<file path="config.mk">
export PLATFORM = sky130hd
export DESIGN_NAME = csc_core
export DESIGN_NICKNAME = d
export VERILOG_FILES = /design/src/hdl/csc_pkg.sv /design/src/hdl/csc_spi_slave.sv /design/src/hdl/csc_counter.sv /design/src/hdl/csc_core.sv
export SDC_FILE = /design/constraint.sdc
export NUM_CORES = 1
export LEC_CHECK = 0
export ABC_CLOCK_PERIOD_IN_PS = 3000
export BUFFER_PORTS_ARGS = -buffer_cell sky130_fd_sc_hd__clkbuf_2
export CORE_UTILIZATION = 55
export CTS_CLUSTER_DIAMETER = 30
export CTS_CLUSTER_SIZE = 24
export DETAILED_ROUTE_END_ITERATION = 7
export PLACE_DENSITY = 0.76
export SLEW_MARGIN = 20
export SYNTH_ARGS = -nofsm -noshare
export SYNTH_HDL_FRONTEND = slang
export SYNTH_SLANG_ARGS = --single-unit
</file>
<file path="constraint.sdc">
create_clock -name ref_clk -period 3 [get_ports ref_clk]
set_clock_uncertainty 0.2 [all_clocks]
set_input_delay 0.15 -clock ref_clk [delete_from_list [all_inputs] [get_ports ref_clk]]
set_output_delay 0.15 -clock ref_clk [all_outputs]
set_load 0.02 [all_outputs]
</file>
<file path="src/hdl/csc_pkg.sv">
// constants, types and register map of the capacitive scan controller
package csc_pkg;

  // register addresses, eight-bit serial address field
  localparam logic [7:0] ADDR_CAL        = 8'h01;
  localparam logic [7:0] ADDR_RAMP_START = 8'h02;
  localparam logic [7:0] ADDR_XFER_START = 8'h03;
  localparam logic [7:0] ADDR_SCAN_STATE = 8'h04;
  localparam logic [7:0] ADDR_XFER_STATE = 8'h05;
  localparam logic [7:0] ADDR_WAIT_END   = 8'h09;
  localparam logic [7:0] ADDR_STIM_GAIN  = 8'h0a;
  localparam logic [7:0] ADDR_PHASE_COEF = 8'h10;
  localparam logic [7:0] ADDR_GAIN_COEF  = 8'h11;
  localparam logic [7:0] ADDR_RESET_LEN  = 8'h1f;
  localparam logic [7:0] ADDR_TEST_MODE  = 8'h20;

  // serial frame shape
  localparam int unsigned SPI_ADDR_BITS  = 8;
  localparam int unsigned SPI_FRAME_BITS = 24;

  // test mode register fields
  localparam int unsigned TM_ENABLE_BIT = 0;
  localparam int unsigned TM_STEP_EN_BIT = 1;
  localparam int unsigned TM_STEP_BIT = 2;

  // reset values
  localparam logic [3:0]  RST_RESET_LEN  = 4'h7;
  localparam logic [3:0]  RST_UPPER_REF  = 4'hf;
  localparam logic [3:0]  RST_LOWER_REF  = 4'h1;
  localparam logic [5:0]  RST_STIM_FREQ  = 6'h07;
  localparam logic [5:0]  STIM_FREQ_ILL  = 6'h00;
  localparam logic [5:0]  STIM_FREQ_MIN  = 6'h01;
  localparam logic [9:0]  RST_RAMP_START = 10'h000;
  localparam logic [9:0]  RST_XFER_START = 10'h000;
  localparam logic [15:0] RST_WAIT_END   = 16'h0280;
  localparam logic [3:0]  RST_STIM_GAIN  = 4'h3;
  localparam logic [9:0]  RST_PHASE_COEF = 10'h080;
  localparam logic [9:0]  RST_GAIN_COEF  = 10'h000;

  // counter and array limits
  localparam logic [9:0]  COUNT_TOP      = 10'h3ff;
  localparam logic [9:0]  ROWS_PRESENT   = 10'h320;

  // calibration register layout
  typedef struct packed {
    logic [3:0] upper_ref;
    logic [3:0] lower_ref;
    logic [1:0] unused;
    logic [5:0] stim_freq;
  } csc_cal_t;

  // one completed serial frame
  typedef struct packed {
    logic       wr;
    logic [7:0] addr;
    logic [15:0] data;
  } csc_spi_req_t;

  typedef enum logic [5:0] {
    SCAN_IDLE    = 6'b00_0001,
    SCAN_CLEAR   = 6'b00_0010,
    SCAN_SETTLE  = 6'b00_0100,
    SCAN_READ    = 6'b00_1000,
    SCAN_WAITRDY = 6'b01_0000,
    SCAN_NEXT    = 6'b10_0000
  } csc_scan_state_t;

  typedef enum logic [2:0] {
    XFER_IDLE  = 3'b001,
    XFER_SYNC  = 3'b010,
    XFER_SHIFT = 3'b100
  } csc_xfer_state_t;

endpackage

</file>
<file path="src/hdl/csc_spi_slave.sv">
// serial register slave, sampled on the core clock
`timescale 1ns/1ps
module csc_spi_slave
  import csc_pkg::*;
(
  input  wire logic         ref_clk,
  input  wire logic         rst_n,
  input  wire logic         spi_sclk,
  input  wire logic         spi_sel_n,
  input  wire logic         spi_mosi,
  input  wire logic [15:0]  rd_data,
  output logic [7:0]        rd_addr,
  output csc_spi_req_t      wr_req,
  output logic              spi_miso,
  output logic              spi_miso_oe
);

  logic [2:0]  sclk_s;
  logic [1:0]  sel_s;
  logic [1:0]  mosi_s;
  logic [4:0]  bit_cnt;
  logic [14:0] shift;
  logic        rise;

  // two flops before any use; third sclk stage only feeds the edge detect
  always_ff @(posedge ref_clk or negedge rst_n)
    if (!rst_n)
    begin
      sclk_s <= 3'b000;
      sel_s  <= 2'b11;
      mosi_s <= 2'b00;
    end
    else
    begin
      sclk_s <= {sclk_s[1:0], spi_sclk};
      sel_s  <= {sel_s[0], spi_sel_n};
      mosi_s <= {mosi_s[0], spi_mosi};
    end

  assign rise = sclk_s[1] & ~sclk_s[2];

  // input sampled on rising sclk, msb first
  always_ff @(posedge ref_clk or negedge rst_n)
    if (!rst_n)
    begin
      bit_cnt <= 5'h00;
      shift   <= 15'h0000;
      rd_addr <= 8'h00;
      wr_req  <= '0;
    end
    else
    begin
      wr_req.wr <= 1'b0;
      if (sel_s[1])
        bit_cnt <= 5'h00;
      else if (rise && bit_cnt < 5'(SPI_FRAME_BITS))
      begin
        shift   <= {shift[13:0], mosi_s[1]};
        bit_cnt <= bit_cnt + 5'h01;
        if (bit_cnt == 5'(SPI_ADDR_BITS - 1))
          rd_addr <= {shift[6:0], mosi_s[1]};
        if (bit_cnt == 5'(SPI_FRAME_BITS - 1))
          wr_req <= {1'b1, rd_addr, shift[14:0], mosi_s[1]};
      end
    end

  // reply bits change on rising sclk, msb first
  always_ff @(posedge ref_clk or negedge rst_n)
    if (!rst_n)
      spi_miso <= 1'b0;
    else if (!sel_s[1] && rise && bit_cnt >= 5'(SPI_ADDR_BITS)
             && bit_cnt < 5'(SPI_FRAME_BITS))
      spi_miso <= rd_data[4'(5'(SPI_FRAME_BITS - 1) - bit_cnt)];

  assign spi_miso_oe = ~sel_s[1];

endmodule

</file>
<file path="src/hdl/csc_counter.sv">
// ten-bit start-to-top counter with ready, shift and single step
`timescale 1ns/1ps
module csc_counter
  import csc_pkg::*;
(
  input  wire logic        ref_clk,
  input  wire logic        rst_n,
  input  wire logic        clear,
  input  wire logic        start,
  input  wire logic [9:0]  start_value,
  input  wire logic        step_mode,
  input  wire logic        step,
  output logic [9:0]       count,
  output logic             running,
  output logic             ready
);

  // one start pulse runs from start value up to the top
  always_ff @(posedge ref_clk or negedge rst_n)
    if (!rst_n)
    begin
      count   <= 10'h000;
      running <= 1'b0;
      ready   <= 1'b1;
    end
    else if (clear)
    begin
      count   <= 10'h000;
      running <= 1'b0;
      ready   <= 1'b1;
    end
    else if (start)
    begin
      count   <= start_value;
      running <= 1'b1;
      ready   <= 1'b0;
    end
    else if (running && (!step_mode || step))
    begin
      if (count == COUNT_TOP)
      begin
        running <= 1'b0;
        ready   <= 1'b1;
      end
      else
        count <= count + 10'h001;
    end

endmodule

</file>
<file path="src/hdl/csc_core.sv">
// capacitive scan controller digital core: registers, scan and transfer sequencing
// How it works
// - a serial access is an 8-bit address then a 16-bit data word
// - address and data move most significant bit first in both directions
// - reply bits are driven on the rising serial clock edge
// - after power-up the core is held in reset for 8 cycles by default
// - writing the reset register loads the length and starts a software reset
// - calibration register holds upper ref, lower ref and stimulus frequency codes
// - upper ref resets to 1111, lower ref resets to 0001
// - frequency resets to 000111; a written 000000 becomes 000001
// - outside test mode the ramp counter steps once per clock from 0 to 1023, feeding the DAC
// - test mode register at 0x20; ramp start only changeable in test mode
// - transfer counter start is programmable and readable
// - two read-only addresses return the scan and transfer machine states
// - settling wait end value is 16 bits, default 640
// - wait counter clears, counts while enabled and reports ready at the end
// - stimulus gain code uses bits 3:0 and resets to 0011
// - gain code is output as binary and as one-out-of-fifteen
// - phase coefficient resets to 128, gain coefficient to 0, both readable
// - scan waits for trigger, resets, flags columns, settles, reads, waits readies
// - after a column the transfer starts; flag return ends the scan
// - the scan leaves a column only with both counter readies high
// - transfer drives syncs, coefficient strobe, counter and row shifts
// - a coefficient cycle loads phase coefficients and shifts rows but publishes no data
// - counters start from a pulse, run to 1023, shift, then report ready
// - global reset restores every programmed setting to its default
// - words per column run from the transfer start to 1023; rows from 800 up carry the phase coefficient
// - frame sync marks the first column, line sync each line, pixel clock = clock
// - column, row and row-counter resets are active low and asynchronous
`timescale 1ns/1ps
module csc_core
  import csc_pkg::*;
(
  input  wire logic        ref_clk,
  input  wire logic        rst_n,
  input  wire logic        spi_sclk,
  input  wire logic        spi_sel_n,
  input  wire logic        spi_mosi,
  output logic             spi_miso,
  output logic             spi_miso_oe,
  input  wire logic        snap,
  input  wire logic        column_flag_in,
  input  wire logic [9:0]  row_data_in,
  output logic             core_reset_low,
  output logic             column_reset_low,
  output logic             row_reset_low,
  output logic             row_counter_reset_low,
  output logic             column_flag_out,
  output logic             column_shift_clock,
  output logic             row_coef_strobe,
  output logic             row_shift_clock,
  output logic [9:0]       phase_coef_out,
  output logic [9:0]       gain_coef_out,
  output logic [9:0]       dac_code,
  output logic [3:0]       upper_ref_code,
  output logic [3:0]       lower_ref_code,
  output logic [5:0]       stim_freq_code,
  output logic [3:0]       gain_code_binary,
  output logic [14:0]      gain_select_onehot,
  output logic             frame_sync_out,
  output logic             line_sync_out,
  output logic             pixel_clock,
  output logic [9:0]       data_out
);

  // one-hot state to its bit index, shared by both state readbacks
  function automatic logic [3:0] onehot_index(input logic [7:0] oh);
    logic [3:0] idx;
    idx = 4'h0;
    for (int i = 0; i < 8; i++)
      if (oh[i])
        idx = 4'(i);
    return idx;
  endfunction

  // gain code 1..15 selects one of fifteen taps, code 0 selects none
  function automatic logic [14:0] gain_decode(input logic [3:0] code);
    logic [14:0] sel;
    sel = 15'h0000;
    if (code != 4'h0)
      sel[4'(code - 4'h1)] = 1'b1;
    return sel;
  endfunction

  // programmed settings
  logic [3:0]       reset_len;
  csc_cal_t         cal;
  logic [9:0]       ramp_start;
  logic [9:0]       xfer_start;
  logic [15:0]      wait_end;
  logic [3:0]       stim_gain;
  logic [9:0]       phase_coef;
  logic [9:0]       gain_coef;
  logic             test_mode;
  logic             step_en;
  logic             step_pulse;

  // serial slave link
  csc_spi_req_t     wr_req;
  logic [7:0]       rd_addr;
  logic [15:0]      rd_data;

  // core reset sequencing
  logic [3:0]       hold_cnt;
  logic             core_hold;

  // pin synchronisers
  logic [2:0]       snap_s;
  logic [1:0]       cflag_s;
  logic [9:0]       din_s1;
  logic [9:0]       din_s2;

  // sequencing state
  csc_scan_state_t  scan_state;
  csc_scan_state_t  next_scan_state;
  csc_xfer_state_t  xfer_state;
  csc_xfer_state_t  next_xfer_state;
  logic [15:0]      wait_cnt;
  logic             wait_ready;
  logic             first_column;
  logic             frame_column;
  logic             publish;
  logic             normal_transfer_enable;
  logic             coefficient_cycle_enable;
  logic [9:0]       ramp_count;
  logic             ramp_running;
  logic             ramp_counter_ready;
  logic [9:0]       xfer_count;
  logic             xfer_running;
  logic             transfer_counter_ready;
  logic             col_rst_q;

  csc_spi_slave u_spi (
    .ref_clk     (ref_clk),
    .rst_n       (rst_n),
    .spi_sclk    (spi_sclk),
    .spi_sel_n   (spi_sel_n),
    .spi_mosi    (spi_mosi),
    .rd_data     (rd_data),
    .rd_addr     (rd_addr),
    .wr_req      (wr_req),
    .spi_miso    (spi_miso),
    .spi_miso_oe (spi_miso_oe)
  );

  // every frame to a writable address stores its data (ramp start only in test mode) and returns the old value; defaults on reset
  always_ff @(posedge ref_clk or negedge rst_n)
    if (!rst_n)
    begin
      reset_len  <= RST_RESET_LEN;
      cal        <= '{RST_UPPER_REF, RST_LOWER_REF, 2'b00, RST_STIM_FREQ};
      ramp_start <= RST_RAMP_START;
      xfer_start <= RST_XFER_START;
      wait_end   <= RST_WAIT_END;
      stim_gain  <= RST_STIM_GAIN;
      phase_coef <= RST_PHASE_COEF;
      gain_coef  <= RST_GAIN_COEF;
      test_mode  <= 1'b0;
      step_en    <= 1'b0;
      step_pulse <= 1'b0;
    end
    else
    begin
      step_pulse <= 1'b0;
      if (wr_req.wr)
      begin
        unique case (wr_req.addr)
          ADDR_RESET_LEN:  reset_len <= wr_req.data[3:0];
          ADDR_CAL:
          begin
            cal <= {wr_req.data[15:8], 2'b00, wr_req.data[5:0]};
            if (wr_req.data[5:0] == STIM_FREQ_ILL)
              cal.stim_freq <= STIM_FREQ_MIN;
          end
          ADDR_RAMP_START:
            if (test_mode)
              ramp_start <= wr_req.data[9:0];
          ADDR_XFER_START: xfer_start <= wr_req.data[9:0];
          ADDR_WAIT_END:   wait_end   <= wr_req.data;
          ADDR_STIM_GAIN:  stim_gain  <= wr_req.data[3:0];
          ADDR_PHASE_COEF: phase_coef <= wr_req.data[9:0];
          ADDR_GAIN_COEF:  gain_coef  <= wr_req.data[9:0];
          ADDR_TEST_MODE:
          begin
            test_mode  <= wr_req.data[TM_ENABLE_BIT];
            step_en    <= wr_req.data[TM_STEP_EN_BIT];
            step_pulse <= wr_req.data[TM_STEP_BIT];
          end
          default: ;
        endcase
      end
    end

  // readback mux; unmapped addresses read zero
  always_comb
  begin
    rd_data = 16'h0000;
    unique case (rd_addr)
      ADDR_RESET_LEN:  rd_data = {12'h000, reset_len};
      ADDR_CAL:        rd_data = cal;
      ADDR_RAMP_START: rd_data = {6'h00, ramp_start};
      ADDR_XFER_START: rd_data = {6'h00, xfer_start};
      ADDR_SCAN_STATE: rd_data = {12'h000, onehot_index({2'b00, scan_state})};
      ADDR_XFER_STATE: rd_data = {12'h000, onehot_index({5'h00, xfer_state})};
      ADDR_WAIT_END:   rd_data = wait_end;
      ADDR_STIM_GAIN:  rd_data = {12'h000, stim_gain};
      ADDR_PHASE_COEF: rd_data = {6'h00, phase_coef};
      ADDR_GAIN_COEF:  rd_data = {6'h00, gain_coef};
      ADDR_TEST_MODE:  rd_data = {13'h0000, 1'b0, step_en, test_mode};
      default:         rd_data = 16'h0000;
    endcase
  end

  // core held low for reset_len plus one cycles after power-up or any reset write
  always_ff @(posedge ref_clk or negedge rst_n)
    if (!rst_n)
    begin
      hold_cnt  <= RST_RESET_LEN;
      core_hold <= 1'b1;
    end
    else if (wr_req.wr && wr_req.addr == ADDR_RESET_LEN)
    begin
      hold_cnt  <= wr_req.data[3:0];
      core_hold <= 1'b1;
    end
    else if (hold_cnt != 4'h0)
      hold_cnt <= hold_cnt - 4'h1;
    else
      core_hold <= 1'b0;

  assign core_reset_low = ~core_hold;

  // pins from other chips pass two flops first
  always_ff @(posedge ref_clk or negedge rst_n)
    if (!rst_n)
    begin
      snap_s  <= 3'b000;
      cflag_s <= 2'b00;
      din_s1  <= 10'h000;
      din_s2  <= 10'h000;
    end
    else
    begin
      snap_s  <= {snap_s[1:0], snap};
      cflag_s <= {cflag_s[0], column_flag_in};
      din_s1  <= row_data_in;
      din_s2  <= din_s1;
    end

  // settling wait: clear when idle, count while enabled, ready at end
  always_ff @(posedge ref_clk or negedge rst_n)
    if (!rst_n)
      wait_cnt <= 16'h0000;
    else if (scan_state != SCAN_SETTLE || core_hold)
      wait_cnt <= 16'h0000;
    else if (wait_cnt != wait_end)
      wait_cnt <= wait_cnt + 16'h0001;

  assign wait_ready = (scan_state == SCAN_SETTLE) && (wait_cnt == wait_end);

  // ramp counter feeds the dac; start is fixed at zero outside test mode
  csc_counter u_ramp (
    .ref_clk     (ref_clk),
    .rst_n       (rst_n),
    .clear       (core_hold),
    .start       (scan_state == SCAN_READ),
    .start_value (test_mode ? ramp_start : RST_RAMP_START),
    .step_mode   (test_mode & step_en),
    .step        (step_pulse),
    .count       (ramp_count),
    .running     (ramp_running),
    .ready       (ramp_counter_ready)
  );

  // transfer counter paces the words of one column
  csc_counter u_xfer (
    .ref_clk     (ref_clk),
    .rst_n       (rst_n),
    .clear       (core_hold),
    .start       (xfer_state == XFER_SYNC),
    .start_value (xfer_start),
    .step_mode   (test_mode & step_en),
    .step        (step_pulse),
    .count       (xfer_count),
    .running     (xfer_running),
    .ready       (transfer_counter_ready)
  );

  assign dac_code = ramp_count;

  // scan sequencer next state
  always_comb
  begin
    next_scan_state = scan_state;
    unique case (scan_state)
      SCAN_IDLE:
        if (snap_s[1] && !snap_s[2])
          next_scan_state = SCAN_CLEAR;
      SCAN_CLEAR:
        next_scan_state = SCAN_SETTLE;
      SCAN_SETTLE:
        if (wait_ready)
          next_scan_state = SCAN_READ;
      SCAN_READ:
        next_scan_state = SCAN_WAITRDY;
      SCAN_WAITRDY:
        // transfer machine idle too, so the next enable is never lost
        if (ramp_counter_ready && transfer_counter_ready && xfer_state == XFER_IDLE)
          next_scan_state = SCAN_NEXT;
      SCAN_NEXT:
        next_scan_state = cflag_s[1] ? SCAN_IDLE : SCAN_SETTLE;
      default:
        next_scan_state = SCAN_IDLE;
    endcase
  end

  always_ff @(posedge ref_clk or negedge rst_n)
    if (!rst_n)
      scan_state <= SCAN_IDLE;
    else if (core_hold)
      scan_state <= SCAN_IDLE;
    else
      scan_state <= next_scan_state;

  // first column remembered until its transfer is launched
  always_ff @(posedge ref_clk or negedge rst_n)
    if (!rst_n)
      first_column <= 1'b0;
    else if (core_hold)
      first_column <= 1'b0;
    else if (scan_state == SCAN_CLEAR)
      first_column <= 1'b1;
    else if (scan_state == SCAN_NEXT)
      first_column <= 1'b0;

  assign coefficient_cycle_enable = (scan_state == SCAN_CLEAR);
  assign normal_transfer_enable   = (scan_state == SCAN_NEXT);
  assign column_shift_clock       = (scan_state == SCAN_READ);

  // scan-side control outputs, registered to keep them glitch free
  always_ff @(posedge ref_clk or negedge rst_n)
    if (!rst_n)
    begin
      col_rst_q       <= 1'b0;
      column_flag_out <= 1'b0;
    end
    else
    begin
      col_rst_q       <= ~core_hold && scan_state != SCAN_CLEAR;
      column_flag_out <= (scan_state == SCAN_CLEAR);
    end

  // external resets drop at once with the master reset
  assign column_reset_low      = rst_n & col_rst_q;
  assign row_reset_low         = rst_n & col_rst_q;
  assign row_counter_reset_low = rst_n & col_rst_q;

  // transfer sequencer next state
  always_comb
  begin
    next_xfer_state = xfer_state;
    unique case (xfer_state)
      XFER_IDLE:
        if (normal_transfer_enable || coefficient_cycle_enable)
          next_xfer_state = XFER_SYNC;
      XFER_SYNC:
        next_xfer_state = XFER_SHIFT;
      XFER_SHIFT:
        if (transfer_counter_ready)
          next_xfer_state = XFER_IDLE;
      default:
        next_xfer_state = XFER_IDLE;
    endcase
  end

  always_ff @(posedge ref_clk or negedge rst_n)
    if (!rst_n)
      xfer_state <= XFER_IDLE;
    else if (core_hold)
      xfer_state <= XFER_IDLE;
    else
      xfer_state <= next_xfer_state;

  // coefficient-only cycles shift rows but publish nothing
  always_ff @(posedge ref_clk or negedge rst_n)
    if (!rst_n)
    begin
      publish      <= 1'b0;
      frame_column <= 1'b0;
    end
    else if (xfer_state == XFER_IDLE)
    begin
      publish      <= normal_transfer_enable;
      frame_column <= first_column;
    end

  assign row_coef_strobe = (xfer_state == XFER_SYNC);
  assign row_shift_clock = (xfer_state == XFER_SHIFT) && xfer_running;

  // word stream: absent rows carry the phase coefficient
  always_ff @(posedge ref_clk or negedge rst_n)
    if (!rst_n)
    begin
      data_out       <= 10'h000;
      line_sync_out  <= 1'b0;
      frame_sync_out <= 1'b0;
    end
    else
    begin
      data_out       <= 10'h000;
      line_sync_out  <= 1'b0;
      frame_sync_out <= 1'b0;
      if (row_shift_clock && publish)
      begin
        data_out       <= (xfer_count >= ROWS_PRESENT) ? phase_coef : din_s2;
        line_sync_out  <= (xfer_count == xfer_start);
        frame_sync_out <= frame_column;
      end
    end

  // coefficients shift into the row chips alongside the data
  always_ff @(posedge ref_clk or negedge rst_n)
    if (!rst_n)
    begin
      phase_coef_out <= RST_PHASE_COEF;
      gain_coef_out  <= RST_GAIN_COEF;
    end
    else
    begin
      phase_coef_out <= phase_coef;
      gain_coef_out  <= gain_coef;
    end

  // analogue settings straight from the registers
  assign upper_ref_code     = cal.upper_ref;
  assign lower_ref_code     = cal.lower_ref;
  assign stim_freq_code     = cal.stim_freq;
  assign gain_code_binary   = stim_gain;
  assign gain_select_onehot = gain_decode(stim_gain);
  assign pixel_clock        = ref_clk;

endmodule

</file>
**After elaboration in Yosys (flattened, before gate mapping)**

Cells that the tools add are included.
W data, S select, Z words.

- Register bits: 258
- Bits of input ports: 17
- Output and inout bits: 86
- Word-level logic and storage cells: 232

- $add $sub $neg: 7
- Order comparisons: 6
- Equality and inequality tests: 46
- Mux-type cells: 69
- Bitwise operators: 6
- Reductions and logical operators: 50

Operators by type and width:

| operator | number |
|---|---|
| $pmux W16 S11 | 1 |
| $mux W10 | 11 |
| $mux W25 | 3 |
| $eq A8 B5 Y1 const B | 6 |
| $pmux W6 S6 | 1 |
| $eq A8 B2 Y1 const B | 4 |
| $eq A8 B4 Y1 const B | 4 |
| $mux W16 | 2 |
| $mux W6 | 5 |
| $mux W1 | 29 |
| $mux W4 | 7 |
| $reduce_and A2 Y1 | 14 |
| $add A10 B1 Y10 const B | 2 |
| $eq A10 B10 Y1 const B | 2 |
| $ne A3 B3 Y1 const B | 6 |
| $add A16 B1 Y16 const B | 1 |
| $eq A16 B16 Y1 | 1 |
| $eq A8 B1 Y1 const B | 2 |
| $eq A8 B3 Y1 const B | 2 |
| $eq A8 B6 Y1 const B | 2 |
| $ne A16 B16 Y1 | 1 |
| $logic_and A1 B1 Y1 | 15 |
| $mux W15 | 1 |
| $reduce_bool A3 Y1 | 5 |
| other kinds (37) | 57 |

**Depth between registers and ports, before layout**

- Depth after elaboration: 8
- Depth in mapped cells: 9
- Depth with buffers taken out: 8

**By module**

From an unflattened synthesis, not the netlist that was laid out.

- Cells, all modules: 989
- Area total of the unflattened synthesis: 11811.3 um^2

Modules (own cells, without submodules):

| module | times used | cells each | area an instance (um^2) | seq. area each (um^2) |
|---|---|---|---|---|
| csc_core | 1 | 669 | 7659.8 | 4357.9 |
| csc_spi_slave | 1 | 150 | 2552.4 | 1529.0 |
| csc_counter | 2 | 85 | 799.5 | 301.5 |

==> run_results.csv <==
group,metric,value,unit
synth,ys_types,72,
setup_path,path_cells,"nor4_4 > and3_1 > nand2_1 > and3_4 > o41ai_2 > a211oi_1 > a311oi_1",
pwr,internal-power,8050,uW
worst_hold_path,worstHoldPathType,"primary input to asynchronous set/reset pin",
synth,synthSimpleGateAreaFrac,16.36,%
final_layout,fin_area,0.01421,mm^2
synth,synthAdderAreaFrac,0.7630,%
synth,synth_compound_area_share,8.415,%
grt,grt_pass1_vias,8498,
status,outcome,"complete, but fails checks",
setup_path,end_kind,"flip-flop",
final_layout,antenna_cells,0,
placement,postPlaceCellArea,0.01230,mm^2
timing,slew_viol_final,0,
pwr,clockPowerShare,54.9,%
timing,grt_setup_unrepaired,"false",
clock_network,cts.path.max_buffers,3,
final_layout,fin_nets,1193,
pwr,p_sw,2446,uW
clock_network,cts_resized,0,
grt,grt_pass1_wl,47270,um
setup_path,ff2ff_path_depth,7,
clock_network,clkLatencyLatePin,0.53,ns
setup_path,cpMaxStageDelayCell,"and3_1",
synth,syn_inst,1023,
pwr,pwr-share-comb,7.3,%
routing,dr.pass1.iters,7,
setup_path,crit_cells,7,
setup_path,critPathKind,"flip-flop to flip-flop",
routing,first_iter_violations,528,
clock_network,ctsHtreeMaxLevel,2,
floorplanning,io_pins,103,
pwr,leakage,0.006778,uW
synth,async_flop_share,100.0,%
placement,dp_hpwl,20450,um
setup_path,r2r-start,"u_spi.rd_addr[5]$_DFFE_PN0P_",
timing,min_period,2.754,ns
synth,yosysTopAreaCell,"dfrtp_1",
timing,setup_tns,0,ns
setup_path,r2r_end,"u_spi.spi_miso$_DFFE_PN0P_",
setup_path,crit_fanout,11,
synth,synth_xor_xnor_area_share,4.426,%
routing,routed_via_density,5.799,
setup_path,crit_start,"u_spi.rd_addr[5]$_DFFE_PN0P_",
synth,synth_top_family_by_area,"simple AND/OR/NAND/NOR gates",
clock_network,cts_tree,"done",
setup_path,cp.arrival,2.98,ns
final_layout,n_fill_cell,1433,
timing,hold_viol_final,5,
grt,antenna_found_initial,0,
grt,grt_max_degree,90,
floorplanning,fp.dieArea,0.02145,mm^2
final_layout,fin_util,69.79,%
synth,synthTopCellsByCount,"231 x dfrtp_1, 156 x nand2_1, 97 x mux2_2",
synth,syn_area_per_cell,11.22,um^2
routing,final_antenna_net_count,0,
final_layout,multi_input_area,0.004642,mm^2
clock_network,clk_pin_slew,0.05,ns
synth,yosys_warnings,0,
synth,syn-cell-area,0.01148,mm^2
grt,grt_overflow,0,
grt,grtUsageTotal,28.29,%
synth,synth_top_area_share,50.36,%
synth,synth_most_common_cell,"dfrtp_1",
setup_path,slowest_delay,0.53,ns
pwr,power_density,738.5,mW/mm^2
synth,synthMuxAreaShare,10.48,%
setup_path,start_kind,"flip-flop",
flow_run,drv_cap,0,
routing,vias,8565,
clock_network,numCtsBuffers,46,
synth,synthFlopType,"dfrtp_1",
synth,ys_ff_latch,258,
timing,worstMarginPinSlew,0.7372,ns
floorplanning,row_count,52,
timing,setup_violations,0,
timing,holdWs,-0.01376,ns
routing,drt-total-wl,29420,um
status,violations,"hold timing",
final_layout,syn_to_final_growth,23.82,%
timing,fin_crit_sh,91.79,%
timing,fmax,363.1,MHz
synth,synth_nets,1047,
setup_path,crit_buf_inv,0,
floorplanning,start_util,56.37,%
synth,synthTopCellsByArea,"dfrtp_1 50%, mux2_2 9.5%, dfstp_2 6.2%",
placement,portBuffers,102,
pwr,switching_share,23.31,%
routing,wire_per_inst,19.92,um
routing,route.detailed.drc,0,
pwr,peakVddDrop,0.5675,mV
setup_path,rrSetupSlack,0.25,ns
pwr,seq_power_share,37.8,%
setup_path,cp-endpoint,"u_spi.spi_miso$_DFFE_PN0P_",
setup_path,critPathRequiredTime,3.22,ns
synth,ys_seq_area_share,56.54,%
placement,place_congestion,0.9034,
timing,slew-limit-headroom,50.85,%
floorplanning,chipWidth,146.5,um
clock_network,cts-root-buf,"clkbuf_16",
setup_path,critPathTopFamily,"simple AND/OR/NAND/NOR gates",
final_layout,regArea,0.006490,mm^2
floorplanning,dieHeight,146.5,um
floorplanning,core_area,0.02036,mm^2
final_layout,drive_gt1_share,29.66,%
synth,synth_edf_count,0,
-- flip-flops by register name (all words and copies together) (netlist names), 5 cells and up --
signal and count:
phase_coef 10, wait_end 16, u_xfer.count 10, xfer_start 10, scan_state 6, din_s1 10
stim_freq_code 6, u_spi.wr_req 25, din_s2 10, ramp_start 10, u_ramp.count 10, gain_coef_out 10
u_spi.shift 15, gain_coef 10, wait_cnt 16, u_spi.rd_addr 8, phase_coef_out 10, data_out 10
u_spi.bit_cnt 5
-- cells by family after synthesis --
| group | after synthesis |
|---|---|
| buf+inv | 73 |
| simple gates | 377 |
| flops | 258 |
| xor+xnor | 58 |
| compound gates | 142 |
| fa+ha+maj | 7 |
| mux | 108 |
-- metrics by stage --
step / worst slack, ns / cells / power (uW)
2_1_floorplan: 0.7102 / 1023 / 4512
3_3_place_gp: 0.3643 / 1375 / 4742
6_report: 0.2462 / 1477 / 10500
5_1_grt: 0.02385 / 1477 / 10850
3_5_place_dp: 0.2927 / 1375 / 4774
4_1_cts: 0.2617 / 1477 / 10550
-- layout make-up --
cell class	instances	share of cell area, %
sequential	258	45.66
multi-input combinational	692	32.66
clock buffer	64	9.737
timing repair buffer	143	6.215
clock inverter	23	2.632
tap	270	2.377
inverter	27	0.7131
-- worst min-delay path by stage --
stage | depth (start not counted) | startpoint | to | slack [ns]
floorplan | 0 | rst_n | cflag_s[0]$_DFF_PN0_ | -0.35
global placement | 1 | rst_n | col_rst_q$_DFF_PN0_ | -0.05
detailed placement | 1 | rst_n | frame_column$_DFFE_PN0N_ | -0.05
CTS | 2 | rst_n | frame_column$_DFFE_PN0N_ | 0.008
global route | 2 | rst_n | frame_column$_DFFE_PN0N_ | 0.03
finish | 2 | rst_n | frame_column$_DFFE_PN0N_ | -0.01
-- power by group through the flow --
| stage | clock network, uW | registers, uW | logic (uW) |
|---|---|---|---|
| finish | 5770 | 3970 | 763 |
| global route | 6000 | 3990 | 852 |
| CTS | 5820 | 3960 | 768 |
| detailed placement | 30.9 | 4010 | 736 |
| global placement | 30.9 | 4000 | 711 |
| floorplan | 38.9 | 3940 | 536 |
-- what timing repair did --
item | CTS | global route
hold buffers | 16 | 0
hold endpoints to repair | 169 | 0
buffers inserted | 0 | 0
-- cell usage in the layout, fill, tap and decap left out, types with 7 or more instances in the layout --
| master | instances |
|---|---|
| inv_1 | 26 |
| nor2b_1 | 10 |
| nand4_1 | 17 |
| ha_1 | 7 |
| bufinv_16 | 9 |
| nand3_1 | 25 |
| dfrtp_1 | 231 |
| mux2i_1 | 11 |
| a22oi_1 | 7 |
| nor2_1 | 77 |
| o21ai_0 | 31 |
| o22ai_1 | 7 |
| clkbuf_2 | 101 |
| dlygate4sd3_1 | 16 |
| xor2_1 | 33 |
| nor3_1 | 19 |
| and3_1 | 10 |
| nand2b_1 | 10 |
| xnor2_1 | 25 |
| nor4_1 | 7 |
| clkbuf_16 | 49 |
| buf_4 | 25 |
| nand2_1 | 156 |
| a221oi_1 | 8 |
| clkbuf_8 | 10 |
| a211oi_1 | 16 |
| dfstp_2 | 27 |
| mux2_2 | 97 |
| a21oi_1 | 38 |
-- per-layer routing --
layer  wire length [um]  up-vias  track usage, %
li1                   -     3905               -
met1              13260     4364           39.97
met2              14360      247           45.67
met3               1265       49           3.938
met4                538        0           8.490
met5                  0        -               0
Note: power is estimated with default switching activity, not from simulation.
